--- config.mk ---
export PLATFORM = sky130hd
export DESIGN_NAME = bbfc_core_end_flat
export DESIGN_NICKNAME = d
export VERILOG_FILES = /design/src/pkg/bbfc_pkg.sv /design/src/pkg/bbfc_if.sv /design/src/logic/bbfc_core_end.sv /design/src/flat_wrapper.sv
export SDC_FILE = /design/constraint.sdc
export NUM_CORES = 2
export LEC_CHECK = 0
export BUFFER_PORTS_ARGS = -buffer_cell sky130_fd_sc_hd__buf_4
export CAP_MARGIN = 10
export CORE_ASPECT_RATIO = 0.5
export CORE_MARGIN = 3
export CORE_UTILIZATION = 40
export DETAILED_ROUTE_END_ITERATION = 12
export GPL_TIMING_DRIVEN = 0
export MAX_ROUTING_LAYER = met4
export PLACE_DENSITY = 0.58
export RECOVER_POWER = 100
export SYNTH_ARGS = -nofsm -noshare
export SYNTH_HDL_FRONTEND = slang
export SYNTH_SLANG_ARGS = --single-unit
--- constraint.sdc ---
create_clock -name ref_clk -period 4.07 [get_ports ref_clk]
set_input_delay 0.2035 -clock ref_clk [delete_from_list [all_inputs] [get_ports ref_clk]]
set_output_delay 0.2035 -clock ref_clk [all_outputs]
set_load 0.01 [all_outputs]
--- src/pkg/bbfc_pkg.sv ---
// constants shared by both ends of the burst flow check link
package bbfc_pkg;
    localparam int DW          = 32;
    localparam int CW          = 8;
    localparam int TX_DEPTH    = 16;
    localparam int TX_AW       = 4;
    localparam int TX_HIGH     = 8;
    localparam int RX_DEPTH    = 8;
    localparam int RX_AW       = 3;
    localparam int WW          = DW + 3;
    localparam int BURST_MAX   = 8;
    localparam int USER_BURST  = 4;
    localparam int SER_DIV     = 3;
    localparam int RST_HOLD    = 16;
    localparam logic [7:0] A_CTRL  = 8'h00;
    localparam logic [7:0] A_STAT  = 8'h04;
    localparam logic [7:0] A_MASK  = 8'h08;
    localparam logic [7:0] A_RXCNT = 8'h0c;
    localparam int C_GO      = 0;
    localparam int C_STALL   = 1;
    localparam int C_CRST    = 2;
    localparam int C_LEN_LO  = 8;
    localparam int C_CHAN_LO = 16;
    localparam int S_TXOVF   = 0;
    localparam int S_TXUNF   = 1;
    localparam int S_BURST   = 2;
    localparam int S_RXERR   = 3;
    localparam int S_RXOVF   = 4;
    localparam int NSTAT     = 5;
    localparam logic [31:0] CTRL_RST = 32'h0000_0400;
endpackage : bbfc_pkg

--- src/pkg/bbfc_if.sv ---
// segmented_local_bus between the core end and the user packet end
`timescale 1ns/10ps
interface bbfc_if;
    import bbfc_pkg::*;
    logic          core_nrst;
    logic          tx_ena;
    logic [DW-1:0] tx_data;
    logic          tx_sop;
    logic          tx_eop;
    logic [CW-1:0] tx_chan;
    logic          tx_bctlin;
    logic          tx_rdyout;
    logic          tx_ovfout;
    logic          tx_underflow_err;
    logic          tx_burst_err;
    logic          rx_ena;
    logic [DW-1:0] rx_data;
    logic          rx_sop;
    logic          rx_eop;
    logic          rx_errout;
    logic          rx_overflow_err;
    logic          rx_stall;
    modport core (input core_nrst, tx_ena, tx_data, tx_sop, tx_eop, tx_chan, tx_bctlin, rx_stall,
                  output tx_rdyout, tx_ovfout, tx_underflow_err, tx_burst_err,
                  output rx_ena, rx_data, rx_sop, rx_eop, rx_errout, rx_overflow_err);
    modport user (output core_nrst, tx_ena, tx_data, tx_sop, tx_eop, tx_chan, tx_bctlin, rx_stall,
                  input tx_rdyout, tx_ovfout, tx_underflow_err, tx_burst_err,
                  input rx_ena, rx_data, rx_sop, rx_eop, rx_errout, rx_overflow_err);
endinterface : bbfc_if

--- src/logic/bbfc_core_end.sv ---
// core end: transmit buffer with flow checks, receive buffer with packet repair
//
// Implementation choices: the APB interface to the registers and the register addresses.
`timescale 1ns/10ps
module bbfc_core_end
    import bbfc_pkg::*;
(
    input  wire logic          ref_clk,
    input  wire logic          nrst,
    bbfc_if.core               lb,
    output logic               ser_tx_valid,
    output logic [DW-1:0]      ser_tx_data,
    output logic               ser_tx_sop,
    output logic               ser_tx_eop,
    output logic               ser_tx_bctl,
    input  wire logic          ser_rx_valid,
    input  wire logic [DW-1:0] ser_rx_data,
    input  wire logic          ser_rx_sop,
    input  wire logic          ser_rx_eop,
    input  wire logic          lane_check_error
);

    typedef struct packed {
        // transmit direction
        logic [TX_DEPTH-1:0][WW-1:0] tx_mem;
        logic [TX_AW:0]              tx_wp;
        logic [TX_AW:0]              tx_rp;
        logic [1:0]                  div;
        logic                        in_pkt;
        logic                        brst_open;
        logic [CW-1:0]               chan;
        logic [3:0]                  bcnt;
        logic                        ovf;
        logic                        unf;
        logic                        berr;
        logic                        s_valid;
        logic [WW-1:0]               s_word;
        // receive direction
        logic [RX_DEPTH-1:0][WW-1:0] rx_mem;
        logic [RX_AW:0]              rx_wp;
        logic [RX_AW:0]              rx_rp;
        logic                        rx_in_pkt;
        logic                        rx_bad;
        logic                        rx_ovf;
        logic                        r_valid;
        logic [WW-1:0]               r_word;
    } bbfc_core_st_t;

    bbfc_core_st_t st_r;
    bbfc_core_st_t st_nxt;

    // occupancy of a buffer from its pointers
    function automatic logic [TX_AW:0] bbfc_fill(input logic [TX_AW:0] wp, input logic [TX_AW:0] rp);
        bbfc_fill = wp - rp;
    endfunction : bbfc_fill

    logic [TX_AW:0] tx_fill;
    logic [RX_AW:0] rx_fill;
    logic           tick;
    logic           tx_wr;
    logic           tx_full;
    logic           trg_pkt;
    logic           trg_max;
    logic           trg_chan;
    logic           trg_force;
    logic [2:0]     trg_num;
    logic           trg_any;
    logic           rx_full;
    logic           rx_sop_eff;
    logic           rx_bad_now;
    logic           run_nrst;

    // decoded conditions shared by the next state logic
    logic [TX_AW:0] rx_fill_w;
    logic           rx_merge;
    logic           rx_nosop;
    logic           tx_multi;
    logic           tx_sop_in;
    logic           tx_nosop;
    logic           tx_starve;
    logic           rx_drain;

    assign run_nrst = nrst & lb.core_nrst;
    assign tx_fill  = bbfc_fill(st_r.tx_wp, st_r.tx_rp);
    assign rx_fill_w = bbfc_fill({1'b0, st_r.rx_wp}, {1'b0, st_r.rx_rp});
    assign rx_fill  = rx_fill_w[RX_AW:0];
    assign tx_full  = (tx_fill == (TX_AW+1)'(TX_DEPTH));
    assign rx_full  = (rx_fill == (RX_AW+1)'(RX_DEPTH));
    assign tick     = (st_r.div == 2'(SER_DIV - 1));
    assign tx_wr    = lb.tx_ena;
    // the user end stalls the drain to model a slow local bus
    assign rx_drain = rx_fill != '0 && !lb.rx_stall;

    // control word triggers carried by the word written this cycle
    assign trg_pkt   = lb.tx_sop | lb.tx_eop;
    assign trg_max   = (st_r.bcnt == 4'(BURST_MAX - 1));
    assign trg_chan  = !lb.tx_sop && (lb.tx_chan != st_r.chan);
    assign trg_force = lb.tx_bctlin;
    assign trg_num   = 3'(trg_pkt) + 3'(trg_max) + 3'(trg_chan) + 3'(trg_force);
    assign trg_any   = (trg_num != 3'd0);

    // burst rule breaks carried by the same word
    assign tx_multi  = (trg_num > 3'd1);
    assign tx_sop_in = lb.tx_sop & st_r.in_pkt;
    assign tx_nosop  = !lb.tx_sop & !st_r.in_pkt;

    // an open burst finds nothing to send at a serial slot
    assign tx_starve = tick && tx_fill == '0 && st_r.brst_open && !tx_wr;

    // start forced when missing, dropped inside an open packet
    assign rx_sop_eff = !st_r.rx_in_pkt;
    assign rx_merge   = ser_rx_sop & st_r.rx_in_pkt;
    assign rx_nosop   = !ser_rx_sop & !st_r.rx_in_pkt;
    assign rx_bad_now = st_r.rx_bad | lane_check_error | rx_merge | rx_nosop;

    ////////////////////////////////////////////////////////////////////////////
    // next state of both directions
    always_comb begin
        st_nxt = st_r;
        st_nxt.div = tick ? 2'd0 : st_r.div + 2'd1;

        // transmit write side
        if (tx_wr) begin
            if (tx_full) begin
                st_nxt.ovf = 1'b1;
            end else begin
                st_nxt.tx_mem[st_r.tx_wp[TX_AW-1:0]] = {trg_any, lb.tx_sop, lb.tx_eop, lb.tx_data};
                st_nxt.tx_wp = st_r.tx_wp + 1'b1;
            end
            if (tx_multi || tx_sop_in || tx_nosop) begin
                st_nxt.berr = 1'b1;
            end
            // packet and burst tracking
            st_nxt.in_pkt    = !lb.tx_eop;
            st_nxt.brst_open = !(lb.tx_eop || trg_max || trg_force);
            st_nxt.chan      = lb.tx_chan;
            st_nxt.bcnt      = trg_any ? 4'd0 : st_r.bcnt + 4'd1;
        end

        // serial drain at the slower rate
        st_nxt.s_valid = 1'b0;
        if (tick) begin
            if (tx_fill != '0) begin
                st_nxt.s_valid = 1'b1;
                st_nxt.s_word  = st_r.tx_mem[st_r.tx_rp[TX_AW-1:0]];
                st_nxt.tx_rp   = st_r.tx_rp + 1'b1;
            end else if (tx_starve) begin
                st_nxt.unf = 1'b1;
            end
        end

        // receive fill from the serial side
        if (ser_rx_valid) begin
            // full buffer: word dropped, overflow flagged
            if (rx_full) begin
                st_nxt.rx_ovf = 1'b1;
                // a lost word spoils the packet still open
                st_nxt.rx_bad = st_r.rx_in_pkt;
            end else begin
                st_nxt.rx_mem[st_r.rx_wp[RX_AW-1:0]] =
                    {ser_rx_eop & rx_bad_now, rx_sop_eff, ser_rx_eop, ser_rx_data};
                st_nxt.rx_wp = st_r.rx_wp + 1'b1;
                st_nxt.rx_in_pkt = !ser_rx_eop;
                st_nxt.rx_bad = !ser_rx_eop && rx_bad_now;
            end
        end

        // receive drain onto the local bus
        st_nxt.r_valid = 1'b0;
        if (rx_drain) begin
            st_nxt.r_valid = 1'b1;
            st_nxt.r_word  = st_r.rx_mem[st_r.rx_rp[RX_AW-1:0]];
            st_nxt.rx_rp   = st_r.rx_rp + 1'b1;
        end
    end

    ////////////////////////////////////////////////////////////////////////////
    // whole state in one register, reset by either reset
    always_ff @(posedge ref_clk) begin
        if (!run_nrst) begin
            st_r <= '0;
        end else begin
            st_r <= st_nxt;
        end
    end

    ////////////////////////////////////////////////////////////////////////////
    // backpressure once the buffer reaches the high mark
    assign lb.tx_rdyout        = (tx_fill >= (TX_AW+1)'(TX_HIGH));

    // sticky flags, cleared only by either reset
    assign lb.tx_ovfout        = st_r.ovf;
    assign lb.tx_underflow_err = st_r.unf;
    assign lb.tx_burst_err     = st_r.berr;
    assign lb.rx_overflow_err  = st_r.rx_ovf;

    // received words onto the local bus
    assign lb.rx_ena           = st_r.r_valid;
    assign lb.rx_data          = st_r.r_word[DW-1:0];
    assign lb.rx_eop           = st_r.r_valid & st_r.r_word[DW];
    assign lb.rx_sop           = st_r.r_valid & st_r.r_word[DW+1];
    assign lb.rx_errout        = st_r.r_valid & st_r.r_word[DW+2];

    // words towards the serial side
    assign ser_tx_valid        = st_r.s_valid;
    assign ser_tx_data         = st_r.s_word[DW-1:0];
    assign ser_tx_eop          = st_r.s_valid & st_r.s_word[DW];
    assign ser_tx_sop          = st_r.s_valid & st_r.s_word[DW+1];
    assign ser_tx_bctl         = st_r.s_valid & st_r.s_word[DW+2];

endmodule : bbfc_core_end

--- src/flat_wrapper.sv ---
// flat-port wrapper written by rule: the top's interface ports become plain ports
module bbfc_core_end_flat import bbfc_pkg::*;
  (ref_clk, nrst, ser_tx_valid, ser_tx_data, ser_tx_sop, ser_tx_eop, ser_tx_bctl, ser_rx_valid, ser_rx_data, ser_rx_sop, ser_rx_eop, lane_check_error, lb_core_nrst, lb_tx_ena, lb_tx_data, lb_tx_sop, lb_tx_eop, lb_tx_chan, lb_tx_bctlin, lb_rx_stall, lb_tx_rdyout, lb_tx_ovfout, lb_tx_underflow_err, lb_tx_burst_err, lb_rx_ena, lb_rx_data, lb_rx_sop, lb_rx_eop, lb_rx_errout, lb_rx_overflow_err);
  bbfc_if lb_i ();
  input  wire logic ref_clk;
  input  wire logic nrst;
  output logic ser_tx_valid;
  output logic [DW-1:0] ser_tx_data;
  output logic ser_tx_sop;
  output logic ser_tx_eop;
  output logic ser_tx_bctl;
  input  wire logic ser_rx_valid;
  input  wire logic [DW-1:0] ser_rx_data;
  input  wire logic ser_rx_sop;
  input  wire logic ser_rx_eop;
  input  wire logic lane_check_error;
  input wire logic [$bits(lb_i.core_nrst)-1:0] lb_core_nrst;
  input wire logic [$bits(lb_i.tx_ena)-1:0] lb_tx_ena;
  input wire logic [$bits(lb_i.tx_data)-1:0] lb_tx_data;
  input wire logic [$bits(lb_i.tx_sop)-1:0] lb_tx_sop;
  input wire logic [$bits(lb_i.tx_eop)-1:0] lb_tx_eop;
  input wire logic [$bits(lb_i.tx_chan)-1:0] lb_tx_chan;
  input wire logic [$bits(lb_i.tx_bctlin)-1:0] lb_tx_bctlin;
  input wire logic [$bits(lb_i.rx_stall)-1:0] lb_rx_stall;
  output wire logic [$bits(lb_i.tx_rdyout)-1:0] lb_tx_rdyout;
  output wire logic [$bits(lb_i.tx_ovfout)-1:0] lb_tx_ovfout;
  output wire logic [$bits(lb_i.tx_underflow_err)-1:0] lb_tx_underflow_err;
  output wire logic [$bits(lb_i.tx_burst_err)-1:0] lb_tx_burst_err;
  output wire logic [$bits(lb_i.rx_ena)-1:0] lb_rx_ena;
  output wire logic [$bits(lb_i.rx_data)-1:0] lb_rx_data;
  output wire logic [$bits(lb_i.rx_sop)-1:0] lb_rx_sop;
  output wire logic [$bits(lb_i.rx_eop)-1:0] lb_rx_eop;
  output wire logic [$bits(lb_i.rx_errout)-1:0] lb_rx_errout;
  output wire logic [$bits(lb_i.rx_overflow_err)-1:0] lb_rx_overflow_err;
  assign lb_i.core_nrst = lb_core_nrst;
  assign lb_i.tx_ena = lb_tx_ena;
  assign lb_i.tx_data = lb_tx_data;
  assign lb_i.tx_sop = lb_tx_sop;
  assign lb_i.tx_eop = lb_tx_eop;
  assign lb_i.tx_chan = lb_tx_chan;
  assign lb_i.tx_bctlin = lb_tx_bctlin;
  assign lb_i.rx_stall = lb_rx_stall;
  assign lb_tx_rdyout = lb_i.tx_rdyout;
  assign lb_tx_ovfout = lb_i.tx_ovfout;
  assign lb_tx_underflow_err = lb_i.tx_underflow_err;
  assign lb_tx_burst_err = lb_i.tx_burst_err;
  assign lb_rx_ena = lb_i.rx_ena;
  assign lb_rx_data = lb_i.rx_data;
  assign lb_rx_sop = lb_i.rx_sop;
  assign lb_rx_eop = lb_i.rx_eop;
  assign lb_rx_errout = lb_i.rx_errout;
  assign lb_rx_overflow_err = lb_i.rx_overflow_err;
  bbfc_core_end u_core (.ref_clk(ref_clk), .nrst(nrst), .lb(lb_i), .ser_tx_valid(ser_tx_valid), .ser_tx_data(ser_tx_data), .ser_tx_sop(ser_tx_sop), .ser_tx_eop(ser_tx_eop), .ser_tx_bctl(ser_tx_bctl), .ser_rx_valid(ser_rx_valid), .ser_rx_data(ser_rx_data), .ser_rx_sop(ser_rx_sop), .ser_rx_eop(ser_rx_eop), .lane_check_error(lane_check_error));
endmodule
==> metrics.cfg <==
[status]
status = complete, but fails checks
violations = max-capacitance violations, max-slew violations

[global_route]
track_usage = 0.232
grt_max_degree = 20
grt_pass1_vias = 29800
grt_antenna_before_repair = 2
grt-ovfl-total = 0
grt_pass1_wl_um = 185000

[worst_setup_path]
critical_path.endpoint = u_core.st_r[819]
cp-startpoint = u_core.st_r[384]
rr_worst_depth = 12
worstSetupPathType = flip-flop to flip-flop
endpoint_kind = flip-flop
timing.critical_path.mode_cell = clkbuf_2
rr_startpoint = u_core.st_r[384]
crit_arrival_ns = 4.48
cp.required_ns = 4.69
rr_endpoint = u_core.st_r[819]
startpoint_type = flip-flop
rrSetupSlack_ns = 0.22
cp_slowest_cell = dfxtp_1
max_stage_delay_ns = 0.55
crit_chain = clkbuf_2 -> inv_1 -> ha_1 -> or2_0 -> o22ai_1 -> xnor2_1 -> o41a_1 -> clkbuf_1 -> nand4_1 -> clkbuf_2 -> clkbuf_4 -> mux2i_1
path_max_fanout = 10

[detailed_routing]
vias = 29500
drcViolationCount = 0
dr.pass1.iters = 5
wirelength_um = 122000
wl_per_cell_um = 22.0
via_per_inst = 5.33
drt_iter0_markers = 2004
ant_nets = 0

[place]
portBuffers = 126
place.gp.congestion = 0.818
hpwlAfterDp_um = 83600
placed_area_sq_um = 43900

[clocking]
htree_levels = 3
cts_root_buf = clkbuf_16
clockBufferDepth = 3
clock_sinks = 952
cts_tree = yes
clk_latency_ns = 0.68
cts_buffers = 88
clkSlewWorstSetupHoldPaths_ns = 0.07

[sta]
relSlewSlack = -0.0117
hold_viol_final = 0
timing.fmax_mhz = 259
drv_slew = 11
finalClockSkew_ns = 0.0313
rsz0062_at_grt = false
period_share = 0.947
min_period_ns = 3.85
setup_viol = 0
tightest_slew_ns = 1.52

[synthesis]
syn_nets = 3941
synth.avg_cell_area_sq_um = 10.8
synth_cell_types = 51
yosys_register_bits = 952
synth_cells = 3837
async_flop_share = 0
synth_edf_count = 0
yosys.area.top_type = dfxtp_1
synthesis.area_sq_um = 41300
synth_top_flop_cell = dfxtp_1
ys_seq_area_frac = 0.461
yosys_warnings = 0
synth_area_leaders = dfxtp_1, mux2i_1, mux4_2
yosysTopAreaCellShare = 0.461

[power_and_ir_drop]
ir_drop_mv = 0.357
power_mw = 18.9
p_leak_nw = 20.8
power_density_nw_per_um2 = 400

[flow_run]
maxCapViolations = 1

[layout]
final_net_count = 4235
seqCellArea_sq_um = 19100
post-route-util = 0.467
multi_input_area_sq_um = 19700
layout-drive-gt1-share = 0.144
finalInstanceArea_sq_um = 47300
area_growth_pct = 14.4
n_fill_cell = 9394

[worst_hold_path]
hold_depth = 3
hp-class = primary input to flip-flop

[floorplanning]
coreArea_sq_um = 101000
die_w_um = 461
pin_count = 161
row_count = 82
die_height_um = 233
dieArea_sq_um = 107000
initial_utilization = 0.408

[critical path: cells and delay by family, from the launching register on]
family	cells	cell delay, ns
AO/OA/AOI/OAI	2	0.63
buffers and inverters	5	1.58
XOR/XNOR	1	0.18
multiplexers	1	0.21
flip-flops	1	0.55
AND/OR/NAND/NOR	2	0.35
adder cells (fa/ha/maj)	1	0.27
[layout by cell type (no fill, tap or decap), types with 42 or more instances in the layout]
master	n
dfxtp_1	952
mux2i_1	889
nand2_1	649
nor2_1	345
clkbuf_1	320
mux4_2	210
buf_4	120
clkbuf_16	89
dlygate4sd3_1	77
o22ai_1	71
a21oi_1	48
clkbuf_2	44
or3_1	42
[registers in the layout (all words and copies together), names as in the netlist]
name / count
u_core.ser_tx_data: 32
u_core.lb.rx_ena: 1
u_core.st_r: 882
u_core.lb.rx_overflow_err: 1
u_core.lb.rx_data: 32
u_core.ser_tx_valid: 1
u_core.lb.tx_burst_err: 1
u_core.lb.tx_underflow_err: 1
u_core.lb.tx_ovfout: 1
[area by class of cell]
type / instances / share of cell area
Clock buffer: 136 / 0.0551
Sequential cell: 952 / 0.403
Multi-Input combinational cell: 2439 / 0.417
Clock inverter: 23 / 0.00683
Buffer: 424 / 0.0486
Inverter: 20 / 0.00159
Timing Repair Buffer: 206 / 0.0320
Tap cell: 1344 / 0.0356
Antenna cell: 1 / 0.0000529
[per-stage QoR]
step / hold slack, ns / setup WS [ns] / std cells / TNS, ns
after global placement: 0.413 / -0.303 / 5307 / -13.60
after detailed placement: 0.421 / -0.337 / 5307 / -14.97
after floorplan: 0.303 / 1.10 / 3837 / 0
final: 0.0391 / 0.215 / 5545 / 0
after global routing: 0.0464 / 0.0499 / 5545 / 0
after CTS: 0.000952 / 0.00276 / 5545 / 0
[cell families after synthesis]
kind of cell               count (synthesis)  share of synthesized area
AOI/OAI and AO/OA                        192                     0.0304
xor gates and xnor gates                  24                    0.00527
adders and majority gates                 20                    0.00624
buffers and inverters                    446                     0.0610
DFF                                      952                      0.461
muxes                                   1099                      0.330
and+or+nand+nor                         1104                      0.106
[how the worst min path moves through the flow]
stage	start	to	slack [ns]
global route	lb_tx_data[22]	u_core.st_r[519]	0.05
finish	lb_tx_data[22]	u_core.st_r[484]	0.04
floorplan	lb_tx_eop	u_core.st_r[379]	0.30
global placement	u_core.st_r[380]	u_core.st_r[380]	0.41
detailed placement	u_core.st_r[380]	u_core.st_r[380]	0.42
CTS	lb_tx_data[22]	u_core.st_r[484]	0.001
[cells in the mapped netlist, types with 3 or more instances]
master and n:
mux2i_1 889, a211oi_1 40, ha_1 19, o22ai_1 70, nand4_1 7, nand2b_1 6, buf_8 21, o311ai_0 3
mux4_2 210, and2_1 9, dfxtp_1 952, a31oi_1 3, nor2_1 345, clkbuf_1 226, nor2b_1 5, nor3_1 11
nand2_1 649, buf_4 72, a311oi_1 3, or3_1 42, inv_1 19, xor2_1 12, buf_2 61, a21oi_1 48
nand3_1 23, xnor2_1 11, o21ai_0 9, buf_6 35, buf_1 11
[power breakdown]
part	internal, mW	total (mW)	switching [mW]
clock	4.70	8.47	3.77
combinational	0.353	1.05	0.697
sequential	9.37	9.41	0.0349
[repair_timing]
item	4_1_cts	5_1_grt
setup endpoints to repair	69	86
cloned	0	0
hold buffers	77	0
endpoints found under the hold margin	457	0
pin swaps	1	0
resized for setup	4	5
setup buffers	3	0
[metal layers]
metal | global-route usage | vias up | part of all wire
met5 | - | - | 0
met4 | 0.0834 | 0 | 0.036
met3 | 0.0419 | 231 | 0.055
met2 | 0.369 | 714 | 0.46
met1 | 0.298 | 14700 | 0.45
li1 | - | 13900 | -
Note: power is estimated with default switching activity, not from simulation.
